### config.mk
export PLATFORM = sky130hd
export DESIGN_NAME = twlr_track_write_lockout_ready
export DESIGN_NICKNAME = d
export VERILOG_FILES = /design/src/twlr_pkg.sv /design/src/twlr_track_write_lockout_ready.sv
export SDC_FILE = /design/constraint.sdc
export NUM_CORES = 1
export LEC_CHECK = 0
export BUFFER_PORTS_ARGS = -buffer_cell sky130_fd_sc_hd__buf_2
export CAP_MARGIN = 20
export CELL_PAD_IN_SITES_DETAIL_PLACEMENT = 1
export CELL_PAD_IN_SITES_GLOBAL_PLACEMENT = 1
export CORE_ASPECT_RATIO = 1.1
export CORE_UTILIZATION = 50
export CTS_CLUSTER_SIZE = 12
export DETAILED_ROUTE_END_ITERATION = 16
export PLACE_DENSITY_LB_ADDON = 0.1
export SETUP_SLACK_MARGIN = 0.5
export SLEW_MARGIN = 20
export SYNTH_ARGS = -nofsm -noshare
export SYNTH_HDL_FRONTEND = slang
export SYNTH_SLANG_ARGS = --single-unit
### constraint.sdc
create_clock -name clk -period 12.8 [get_ports clk]
set_clock_uncertainty 0.2 [all_clocks]
set_input_delay 2.56 -clock clk [delete_from_list [all_inputs] [get_ports clk]]
set_output_delay 2.56 -clock clk [all_outputs]
set_load 0.02 [all_outputs]
### src/twlr_pkg.sv
// Package of constants for the track write lockout and ready logic.
package twlr_pkg;

  localparam int TRACK_W        = 8;
  localparam int GROUP_COUNT    = 16;
  localparam int GROUP_LSB      = 4;
  localparam int SUPPLY_COUNT   = 3;
  localparam int CLK_HZ         = 40000000;
  localparam int SPEED_WIN_US   = 100;
  localparam int SPEED_WIN_CYC  = (CLK_HZ / 1000000) * SPEED_WIN_US;
  localparam int SPEED_MIN_PULSES = 40;
  localparam int CAPTURE_BITS   = 5;
  localparam int THRESH_PCT     = 30;
  localparam int PEAK_W         = 8;
  localparam int IRQ_W          = 4;
  localparam logic [3:0] IRQ_BIT_VIOL   = 4'h1;
  localparam logic [3:0] IRQ_BIT_NRDY   = 4'h2;
  localparam logic [3:0] IRQ_BIT_CAPT   = 4'h4;
  localparam logic [3:0] IRQ_BIT_RELS   = 4'h8;
  localparam logic [1:0] REG_PROTECT    = 2'h0;
  localparam logic [1:0] REG_STATUS     = 2'h1;
  localparam logic [1:0] REG_IRQ_STAT   = 2'h2;
  localparam logic [1:0] REG_IRQ_MASK   = 2'h3;
  localparam logic [15:0] PROTECT_RESET = 16'h0000;
  localparam logic [3:0]  MASK_RESET    = 4'h0;

  typedef enum logic [1:0] {TWLR_IDLE, TWLR_CAPTURE, TWLR_HOLD, TWLR_RELEASE} twlr_peak_t;

endpackage : twlr_pkg

### src/twlr_track_write_lockout_ready.sv
// Track write lockout, ready qualification and peak sampler sequencing.
`timescale 1ns/1ps
`default_nettype none

// Notes on behaviour
// RULE_01 - Upper four track address bits pick one of sixteen groups of sixteen tracks.
// RULE_02 - A protected group raises the violation internally and on the controller output.
// RULE_03 - A violation cuts write power and current but never drops ready.
// RULE_04 - Ready holds only while three supplies are good, speed is good, bus terminated.
// RULE_05 - Ready goes to interface and bus; not ready removes write driver power.
// RULE_06 - At speed means clock track pulse rate meets a fixed reference rate.
// RULE_07 - At preamble start the peak capture window opens for five bit times.
// RULE_08 - Peak is held afterwards; thirty percent of it forms the read threshold.
// RULE_09 - At read end the release control clears the held peak.
// RULE_10 - Not ready resets write enable delay chain; violations also disable writing.
// RULE_11 - Ready and violation outputs are active low on both sides.
module twlr_track_write_lockout_ready #(
  parameter int SPEED_WIN_CYC = twlr_pkg::SPEED_WIN_CYC,
  parameter int SPEED_MIN     = twlr_pkg::SPEED_MIN_PULSES,
  parameter int WEN_DELAY     = 8
) (
  input  wire logic                          clk,
  input  wire logic                          rstn,
  input  wire logic [twlr_pkg::TRACK_W-1:0]  trackAddr,
  input  wire logic                          writeReq,
  input  wire logic                          readReq,
  input  wire logic                          bitTick,
  input  wire logic [twlr_pkg::SUPPLY_COUNT-1:0] supplyOk,
  input  wire logic                          busTerminated,
  input  wire logic                          clockTrackPulse,
  input  wire logic                          preambleStart,
  input  wire logic [twlr_pkg::PEAK_W-1:0]   peakLevel,
  input  wire logic [1:0]                    regAddr,
  input  wire logic [15:0]                   regWdata,
  input  wire logic                          regWrite,
  input  wire logic                          regRead,
  output logic [15:0]                        regRdata,
  output logic                               discReadyN,
  output logic                               illegalAddrN,
  output logic                               writeDriverPower,
  output logic                               writeCurrent,
  output logic                               captureWindow,
  output logic                               peakRelease,
  output logic [twlr_pkg::PEAK_W-1:0]        threshold,
  output logic                               irq
);

  // ==========================================================
  // Shared decoding
  // ==========================================================
  // The lockout path and its assertions share one group decode so that they cannot drift apart.
  function automatic logic [3:0] group_of(input logic [twlr_pkg::TRACK_W-1:0] addr);
    return addr[twlr_pkg::GROUP_LSB +: 4];
  endfunction : group_of

  // ==========================================================
  // Input synchronisers
  // ==========================================================
  logic [twlr_pkg::SUPPLY_COUNT+1:0] syncA_reg;
  logic [twlr_pkg::SUPPLY_COUNT+1:0] syncB_reg;
  logic                              pulseLast_reg;

  always_ff @(posedge clk or negedge rstn) begin
    if (!rstn) begin
      syncA_reg     <= '0;
      syncB_reg     <= '0;
      pulseLast_reg <= 1'b0;
    end else begin
      syncA_reg     <= {clockTrackPulse, busTerminated, supplyOk};
      syncB_reg     <= syncA_reg;
      pulseLast_reg <= syncB_reg[twlr_pkg::SUPPLY_COUNT+1];
    end
  end

  wire logic pulseEdge = syncB_reg[twlr_pkg::SUPPLY_COUNT+1] & ~pulseLast_reg;

  // ==========================================================
  // Speed monitor
  // ==========================================================
  // The window keeps the previous verdict until it closes, trading response time for noise immunity.
  logic [15:0] winCnt_reg;
  logic [15:0] pulseCnt_reg;
  logic        atSpeed_reg;
  wire logic   winEnd = (winCnt_reg == 16'(SPEED_WIN_CYC - 1));

  always_ff @(posedge clk or negedge rstn) begin
    if (!rstn) begin
      winCnt_reg   <= '0;
      pulseCnt_reg <= '0;
      atSpeed_reg  <= 1'b0;
    end else begin
      winCnt_reg   <= winEnd ? 16'h0000 : winCnt_reg + 16'h0001;
      pulseCnt_reg <= winEnd ? 16'h0000 : pulseCnt_reg + {15'h0000, pulseEdge};
      if (winEnd) begin
        atSpeed_reg <= (pulseCnt_reg >= 16'(SPEED_MIN)); // RULE_06
      end
    end
  end

  // ==========================================================
  // Ready, lockout and write gating
  // ==========================================================
  logic [15:0] protect_reg;
  logic        ready_reg;
  logic        viol_reg;
  logic [WEN_DELAY-1:0] wenChain_reg;

  wire logic [3:0] groupSel = group_of(trackAddr); // RULE_01
  wire logic       violNext = protect_reg[groupSel]; // RULE_02
  wire logic       readyNext = &syncB_reg[twlr_pkg::SUPPLY_COUNT:0] & atSpeed_reg; // RULE_04
  wire logic       writeOk = ready_reg & ~viol_reg; // RULE_03

  always_ff @(posedge clk or negedge rstn) begin
    if (!rstn) begin
      ready_reg    <= 1'b0;
      viol_reg     <= 1'b0;
      wenChain_reg <= '0;
    end else begin
      ready_reg <= readyNext;
      viol_reg  <= violNext;
      if (!ready_reg) begin
        wenChain_reg <= '0; // RULE_10
      end else if (bitTick) begin
        wenChain_reg <= {wenChain_reg[WEN_DELAY-2:0], writeReq};
      end
    end
  end

  always_ff @(posedge clk or negedge rstn) begin
    if (!rstn) begin
      discReadyN       <= 1'b1;
      illegalAddrN     <= 1'b1;
      writeDriverPower <= 1'b0;
      writeCurrent     <= 1'b0;
    end else begin
      discReadyN       <= ~ready_reg; // RULE_05 RULE_11
      illegalAddrN     <= ~viol_reg; // RULE_11
      writeDriverPower <= writeOk; // RULE_05
      writeCurrent     <= writeOk & (writeReq | (|wenChain_reg)); // RULE_10
    end
  end

  // ==========================================================
  // Peak sampler sequencing
  // ==========================================================
  twlr_pkg::twlr_peak_t peakState_reg;
  logic [2:0]            bitCnt_reg;
  logic [twlr_pkg::PEAK_W-1:0] peakHold_reg;
  logic                  readLast_reg;
  wire logic             readEnd = readLast_reg & ~readReq;
  wire logic             capDone = bitTick && (bitCnt_reg == 3'(twlr_pkg::CAPTURE_BITS - 1));

  always_ff @(posedge clk or negedge rstn) begin
    if (!rstn) begin
      peakState_reg <= twlr_pkg::TWLR_IDLE;
      bitCnt_reg    <= '0;
      peakHold_reg  <= '0;
      readLast_reg  <= 1'b0;
    end else begin
      readLast_reg <= readReq;
      unique case (peakState_reg)
        twlr_pkg::TWLR_IDLE: begin
          bitCnt_reg <= '0;
          if (readReq && preambleStart) begin
            peakState_reg <= twlr_pkg::TWLR_CAPTURE; // RULE_07
          end
        end
        twlr_pkg::TWLR_CAPTURE: begin
          if (peakLevel > peakHold_reg) begin
            peakHold_reg <= peakLevel;
          end
          if (bitTick) begin
            bitCnt_reg <= bitCnt_reg + 3'h1;
          end
          if (readEnd) begin
            peakState_reg <= twlr_pkg::TWLR_RELEASE;
          end else if (capDone) begin
            peakState_reg <= twlr_pkg::TWLR_HOLD; // RULE_07
          end
        end
        twlr_pkg::TWLR_HOLD: begin
          if (readEnd) begin
            peakState_reg <= twlr_pkg::TWLR_RELEASE; // RULE_09
          end
        end
        twlr_pkg::TWLR_RELEASE: begin
          peakHold_reg  <= '0; // RULE_09
          peakState_reg <= twlr_pkg::TWLR_IDLE;
        end
      endcase
    end
  end

  wire logic [15:0] threshProd = 16'(peakHold_reg) * 16'(twlr_pkg::THRESH_PCT);

  always_ff @(posedge clk or negedge rstn) begin
    if (!rstn) begin
      captureWindow <= 1'b0;
      peakRelease   <= 1'b0;
      threshold     <= '0;
    end else begin
      captureWindow <= (peakState_reg == twlr_pkg::TWLR_CAPTURE);
      peakRelease   <= (peakState_reg == twlr_pkg::TWLR_RELEASE);
      threshold     <= twlr_pkg::PEAK_W'(threshProd / 16'h0064); // RULE_08
    end
  end

  // ==========================================================
  // Registers and interrupts
  // ==========================================================
  logic [3:0] irqStat_reg;
  logic [3:0] irqMask_reg;
  logic [3:0] evt;
  assign evt = {peakState_reg == twlr_pkg::TWLR_RELEASE, capDone && peakState_reg == twlr_pkg::TWLR_CAPTURE,
                ready_reg & ~readyNext, violNext & ~viol_reg};

  wire logic       wrProt = regWrite && (regAddr == twlr_pkg::REG_PROTECT);
  wire logic       wrStat = regWrite && (regAddr == twlr_pkg::REG_IRQ_STAT);
  wire logic       wrMask = regWrite && (regAddr == twlr_pkg::REG_IRQ_MASK);
  wire logic [3:0] statClr = wrStat ? regWdata[3:0] : 4'h0;
  wire logic [15:0] statusWord = {11'h000, readEnd, viol_reg, ready_reg, atSpeed_reg, captureWindow};
  wire logic [15:0] rdMux = (regAddr == twlr_pkg::REG_PROTECT)  ? protect_reg :
                            (regAddr == twlr_pkg::REG_STATUS)   ? statusWord :
                            (regAddr == twlr_pkg::REG_IRQ_STAT) ? {12'h000, irqStat_reg} :
                                                                  {12'h000, irqMask_reg};

  always_ff @(posedge clk or negedge rstn) begin
    if (!rstn) begin
      protect_reg <= twlr_pkg::PROTECT_RESET;
      irqStat_reg <= '0;
      irqMask_reg <= twlr_pkg::MASK_RESET;
      regRdata    <= '0;
      irq         <= 1'b0;
    end else begin
      if (wrProt) begin
        protect_reg <= regWdata;
      end
      if (wrMask) begin
        irqMask_reg <= regWdata[3:0];
      end
      irqStat_reg <= (irqStat_reg & ~statClr) | evt;
      regRdata    <= regRead ? rdMux : 16'h0000;
      irq         <= |(irqStat_reg & irqMask_reg);
    end
  end

  // ==========================================================
  // Assertions
  // ==========================================================
  // Counts bit times spent in capture so that the window length is checked independently of the state counter.
  logic [3:0] capTicks_reg;

  always_ff @(posedge clk or negedge rstn) begin
    if (!rstn) begin
      capTicks_reg <= '0;
    end else if (peakState_reg != twlr_pkg::TWLR_CAPTURE) begin
      capTicks_reg <= '0;
    end else if (bitTick) begin
      capTicks_reg <= capTicks_reg + 4'h1;
    end
  end

  a_viol_no_power: assert property (@(posedge clk) disable iff (!rstn) // RULE_03
    viol_reg |=> !writeDriverPower && !writeCurrent)
    else $error("Violation left write power on.");

  a_viol_keeps_ready: assert property (@(posedge clk) disable iff (!rstn) // RULE_03
    ready_reg && viol_reg |=> !discReadyN)
    else $error("Violation dropped ready.");

  a_ready_cause: assert property (@(posedge clk) disable iff (!rstn) // RULE_04
    !readyNext |=> ##1 discReadyN)
    else $error("Ready without all conditions.");

  a_nrdy_no_power: assert property (@(posedge clk) disable iff (!rstn) // RULE_05
    !ready_reg |=> !writeDriverPower)
    else $error("Not ready left write power on.");

  a_nrdy_chain: assert property (@(posedge clk) disable iff (!rstn) // RULE_10
    !ready_reg |=> wenChain_reg == '0)
    else $error("Delay chain not reset.");

  a_nrdy_no_current: assert property (@(posedge clk) disable iff (!rstn) // RULE_10
    !ready_reg |=> !writeCurrent)
    else $error("Not ready left write current on.");

  a_group_decode: assert property (@(posedge clk) disable iff (!rstn) // RULE_02
    protect_reg[group_of(trackAddr)] |=> ##1 !illegalAddrN)
    else $error("Protected group not flagged.");

  a_group_clear: assert property (@(posedge clk) disable iff (!rstn) // RULE_02
    !protect_reg[group_of(trackAddr)] |=> ##1 illegalAddrN)
    else $error("Open group flagged as violation.");

  a_ready_speed: assert property (@(posedge clk) disable iff (!rstn) // RULE_06
    !atSpeed_reg |=> !ready_reg)
    else $error("Ready without speed.");

  a_capture_len: assert property (@(posedge clk) disable iff (!rstn) // RULE_07
    $rose(peakState_reg == twlr_pkg::TWLR_CAPTURE) |-> bitCnt_reg == 3'h0)
    else $error("Capture count not cleared.");

  a_capture_five: assert property (@(posedge clk) disable iff (!rstn) // RULE_07
    peakState_reg == twlr_pkg::TWLR_HOLD && $past(peakState_reg) == twlr_pkg::TWLR_CAPTURE
    |-> capTicks_reg == 4'(twlr_pkg::CAPTURE_BITS))
    else $error("Capture window closed early.");

  a_capture_bound: assert property (@(posedge clk) disable iff (!rstn) // RULE_07
    peakState_reg == twlr_pkg::TWLR_CAPTURE |-> capTicks_reg < 4'(twlr_pkg::CAPTURE_BITS))
    else $error("Capture window ran too long.");

  a_hold_stable: assert property (@(posedge clk) disable iff (!rstn) // RULE_08
    peakState_reg == twlr_pkg::TWLR_HOLD && $past(peakState_reg) == twlr_pkg::TWLR_HOLD |-> $stable(peakHold_reg))
    else $error("Held peak changed.");

  a_hold_thresh: assert property (@(posedge clk) disable iff (!rstn) // RULE_08
    peakState_reg == twlr_pkg::TWLR_HOLD && $past(peakState_reg) == twlr_pkg::TWLR_HOLD |=> $stable(threshold))
    else $error("Threshold moved during hold.");

  a_release_clear: assert property (@(posedge clk) disable iff (!rstn) // RULE_09
    peakState_reg == twlr_pkg::TWLR_RELEASE |=> peakHold_reg == '0 && peakRelease)
    else $error("Release did not clear.");

  a_release_pulse: assert property (@(posedge clk) disable iff (!rstn) // RULE_09
    peakRelease |=> !peakRelease)
    else $error("Release control stuck high.");

  a_irq_level: assert property (@(posedge clk) disable iff (!rstn)
    |(irqStat_reg & irqMask_reg) |=> irq)
    else $error("Unmasked status gave no interrupt.");

  a_sticky_set: assert property (@(posedge clk) disable iff (!rstn)
    |evt |=> (irqStat_reg & $past(evt)) == $past(evt))
    else $error("Event did not set its status bit.");

  a_clear_w1c: assert property (@(posedge clk) disable iff (!rstn)
    wrStat |=> (irqStat_reg & $past(statClr & ~evt)) == 4'h0)
    else $error("Status bit not cleared by write.");

  a_rdata_idle: assert property (@(posedge clk) disable iff (!rstn)
    !regRead |=> regRdata == 16'h0000)
    else $error("Read data without a read.");

  // Covers mark the main scenarios: a violation, ready, a full capture and a release.
  c_violation: cover property (@(posedge clk) disable iff (!rstn) $fell(illegalAddrN));
  c_ready: cover property (@(posedge clk) disable iff (!rstn) $fell(discReadyN));
  c_capture: cover property (@(posedge clk) disable iff (!rstn) $fell(captureWindow));
  c_capture_done: cover property (@(posedge clk) disable iff (!rstn)
    peakState_reg == twlr_pkg::TWLR_HOLD && $past(peakState_reg) == twlr_pkg::TWLR_CAPTURE);
  c_release: cover property (@(posedge clk) disable iff (!rstn) peakRelease);

endmodule : twlr_track_write_lockout_ready

`default_nettype wire

Word-level counts from Yosys, hierarchy flattened
Index checks and enable logic that the tools add are counted.
- add/subtract/negate cells: 3
- $mul: 1
- divide/modulo/power cells: 1
- $lt $le $gt $ge: 3
- equality and inequality tests: 14
- muxes and demuxes: 20
- bitwise logic cells: 17
- reduce and logical (&&, ||, !) cells: 16
- operator list (operator ; count):
    two-way mux 16 bit ; 4
    two-way mux 8 bit ; 3
    adder 16 x 1 -> 16 bit ; 1
    adder 16 x 1 -> 16 bit (second input constant) ; 1
    divider 13 x 7 -> 16 bit (second input constant) ; 1
    equality test 16 x 12 -> 1 bit (second input constant) ; 1
    >= comparator 16 x 6 -> 1 bit (second input constant) ; 1
    one-hot mux 8 bit (2 select lines) ; 1
    multiplier 8 x 4 -> 12 bit (second input constant) ; 1
    != test 2 bit (second input constant) ; 5
    AND 4 bit ; 2
    equality test 2 bit (second input constant) ; 4
    > comparator 8 bit ; 1
    two-way mux 2 bit ; 4
    two-way mux 4 bit ; 2
    one-hot mux 2 bit (4 select lines) ; 1
    OR reduction 8 bit ; 1
    AND 1 bit ; 7
    logical AND 1 bit ; 6
    one-hot mux 3 bit (2 select lines) ; 1
    < comparator 4 x 5 -> 1 bit (second input constant) ; 1
    two-way mux 5 bit ; 1
    NOT 1 bit ; 5
    binary-select mux 1 bit (select 4 bit) ; 1
    15 further kinds ; 19
- register bits: 123
- input bits: 47
- output and inout port bits: 31
- word-level logic and storage cells: 100

Logic depth before layout (Yosys ltp)
- word-level depth: 6
- depth in mapped cells: 30

Least setup slack after synthesis
Ideal clock, no wire load.
- kind: reg2reg
- from: register peakHold_reg[0] in the netlist's numbering
- to: register threshold[0] in the netlist's numbering
- setup time: 134 ps
- arrival time: 6807 ps
- data required time: 12466 ps
- path slack: 5660 ps
- cell stages (with the launch flop): 26
- period minus slack after synthesis: 7140 ps
- cell sequence: dfrtp_1 -> fa_1 -> fa_1 -> inv_1 -> fa_1 -> nand2b_1 -> a21o_1 -> a31o_1 -> o31a_1 -> a211o_1 -> a22o_4 -> nand2_2 -> a21oi_2 -> a32o_1 -> buf_6 -> or4_4 -> a211oi_2 -> o211ai_2 -> mux2i_2 -> a22o_2 -> a2111oi_4 -> xor2_2 -> a221oi_2 -> or3_1 -> mux2i_1 -> o31ai_2
- longest elaborated chain between the ends: 2
- ends and longest elaborated chain (item ; line ; source):
    start: declaration ; twlr_track_write_lockout_ready.sv:148 ; logic [twlr_pkg::PEAK_W-1:0] peakHold_reg;
    start signal: assignment ; twlr_track_write_lockout_ready.sv:170 ; peakHold_reg <= peakLevel;
    multiplier 8 x 4 -> 12 bit ; twlr_track_write_lockout_ready.sv:194 ; wire logic [15:0] threshProd = 16'(peakHold_reg) * 16'(twlr_pkg::THRESH_PCT);
    divider 13 x 7 -> 16 bit ; twlr_track_write_lockout_ready.sv:204 ; threshold <= twlr_pkg::PEAK_W'(threshProd / 16'h0064);
    end signal: assignment ; twlr_track_write_lockout_ready.sv:204 ;
    end: declaration ; twlr_track_write_lockout_ready.sv:44 ; output logic [twlr_pkg::PEAK_W-1:0] threshold,
Every way passes these cells.
A chain may end at the register's enable or synchronous reset.

Final worst setup path
Same ends and word-level chain as after synthesis.

==> metrics.txt <==
first-pass GRT wire length=~38000 um; Sink Count=about 120; site row count=48; vias=roughly 7000; Syn Area/Cell=between 9 and 10 um2; post-CTS setup buffer count=0; setup slack, reg-to-reg=4030 ps; RSZ-0062 raised after global routing=no; Slew headroom=0.386; Synth cell types=96; wire per inst=about 21 um; height of the chip=136 um; Synth Area in Compound Gates=0.189; status=finished, final reports clean; post-synthesis mux area share=0.0727; Pins Over Slew Limit=0; setup TNS=0 ps; total CTS buffers=17; Max Cap Viol=0; Period minus WS final=about 9000 ps; # DRC=0; Post-CTS Hold Fix Bufs=0; initial drt markers=between 400 and 500; CP Capture Point=threshold[0]; Post-Syn Area=a little over 8000 um2; critical path startpoint category=register; Tcrit/Tclk final=0.685; worst endpoint required time=around 13000 ps; root cell of the clock tree=clkbuf_16; TritonCTS clock tree=done; drt total wl=23300 um; Worst Tran Pin Value=approximately 900 ps; clk buf depth=2; Final HPWL DP=around 16000 um; Synth Area in Adders=0.0841; largest net degree at the start of global routing=63; io pins=between 70 and 80; Post-layout nets=around 1000; setup violators final=0; worst r2r src=peakHold_reg[0]; Post-synth EDFFs=0; Final Wtd Congestion=0.880; DR vias/cell=about 6; Diodes inserted=0; die area=about 17000 um2; filler instances=between 1500 and 2000; FFs w/ async S/R, synth=1.00; Synth Instances=roughly 830; gr usage total=0.294; worst setup path startpoint=peakHold_reg[0]; YS warnings=0; Place WS=about 4200 ps; Hold/Removal Path Class=reg2reg; Max Fanout on Critical Path=13; Seq/Total Area, Yosys=0.375; initial antenna violation count=0; worst r2r path cells=24; PortBufs=approximately 70; FF+latch count, synth=between 100 and 150; Critical Path AT=8860 ps; Top FF cell, synth=dfrtp_1; Final ANT Viol Nets=0; synthesis-to-finish area growth=14.1%; XOR/XNOR Fraction of Synth Area=0.0588; Initial DRT Pass Iterations=4; clk slew on worst S/H paths=roughly 60 ps; Crit. End Element=register; GR Overflow Total=0; core area=15800 um2; largest family of logic cells by synthesized area=compound AO/OA/AOI/OAI gates; # resized after CTS=0; Starting Density=0.516; # H-tree levels=4; clk_lat worst skew=roughly 420 ps; final setup slack of the worst path=approximately 4000 ps; reg2reg end=threshold[0]; ratio of cells with drive above 1 in the final layout=0.205; vias in the first global route=about 7500; Die Span X=approximately 120 um; syn nets=between 900 and 1000; Achievable Freq=between 100 and 150 MHz; Simple-Gate Fraction of Synth Area=0.186; Final Hold Fails=0; WS Path Type=reg2reg
routing by layer:
layer	vias to the layer above	GRT usage	routed length, um
met1	3435	0.331	9240
met3	65	0.0461	872
met2	172	0.533	12300
met4	0	0.141	879
met5	-	0	0
li1	3153	-	-
final cells by class:
class	instances	area [um2]	share of cell area
clock buffer	20	457	0.0491
clock inverter	11	169	0.0182
inverter	42	158	0.0169
multi-input combinational	641	4830	0.519
sequential	122	3060	0.328
tap	200	250	0.0269
timing repair buffer	75	385	0.0414
worst max-delay path, cell delays in order (launching register included):
cell and delay, ps:
dfrtp_1 490, fa_1 570, fa_1 530, inv_1 60, fa_1 420, nand2b_1 210, a21o_1 210, a211oi_2 690
o2111ai_1 470, o221ai_2 470, nand4_1 340, nand2_2 310, a21oi_2 100, a32o_1 390, o31ai_1 420, and2_1 330
nor3_1 120, nor3b_1 520, nand3_1 220, a22oi_1 440, o21ai_1 150, a221oi_2 410, o21ai_0 150, a211oi_1 300
o31ai_2 100
Yosys cell counts (10+ instances only):
cell | number | share of area
o21ai_0 | 31 | 0.019
a211oi_1 | 10 | 0.0092
nand3_1 | 33 | 0.020
xnor2_1 | 27 | 0.029
mux2i_1 | 14 | 0.017
a21oi_1 | 25 | 0.015
and3_1 | 10 | 0.0077
xor2_1 | 24 | 0.026
dfrtp_1 | 120 | 0.37
ha_1 | 34 | 0.052
inv_1 | 40 | 0.018
nor2_1 | 71 | 0.033
clkbuf_1 | 20 | 0.0092
nor3_1 | 23 | 0.014
and2_1 | 22 | 0.017
nor2b_1 | 12 | 0.0092
a31oi_1 | 10 | 0.0077
a22o_1 | 10 | 0.011
mux2_2 | 21 | 0.029
nand2_1 | 75 | 0.035
fa_1 | 13 | 0.032
stage by stage:
stage,instance area (um2),cells,hold slack [ps],utilization
floorplan,8160,833,131,-
global placement,8680,1080,135,0.549
detailed placement,8680,1080,139,0.549
CTS,9300,1111,149,0.589
global route,9300,1111,166,0.589
finish,9300,1111,148,0.589
how the worst min path moves through the flow:
| stage | from | end | slack [ps] | depth (start not counted) |
|---|---|---|---|---|
| floorplan | syncA_reg[0] | syncB_reg[0] | 130 | 0 |
| global placement | syncA_reg[4] | syncB_reg[4] | 140 | 0 |
| detailed placement | syncA_reg[4] | syncB_reg[4] | 140 | 0 |
| CTS | syncA_reg[4] | syncB_reg[4] | 150 | 0 |
| global route | syncA_reg[2] | syncB_reg[2] | 170 | 0 |
| finish | syncA_reg[4] | syncB_reg[4] | 150 | 0 |
cell usage in the layout (no fill, tap or decap), types with 9 or more instances in the layout:
master,instances
dfrtp_1,120
nand2_1,75
nor2_1,71
buf_2,71
inv_1,40
ha_1,34
nand3_1,33
o21ai_0,31
xnor2_1,27
a21oi_1,25
xor2_1,24
nor3_1,22
and2_1,22
mux2_2,21
clkbuf_16,17
mux2i_1,14
fa_1,13
nor2b_1,12
and3_1,10
a31oi_1,10
a211oi_1,10
a22o_1,10
a21o_1,9
mux4_2,9
cells by family after synthesis:
| kind of cell | count (synthesis) |
|---|---|
| simple gates | 302 |
| flops | 122 |
| compound gates | 193 |
| xor+xnor | 53 |
| mux | 45 |
| fa+ha+maj | 47 |
| other cells | 1 |
| buf+inv | 70 |
Power is not shown: default switching activity piles up to over one toggle a cycle in this logic, so the estimate is an artifact.
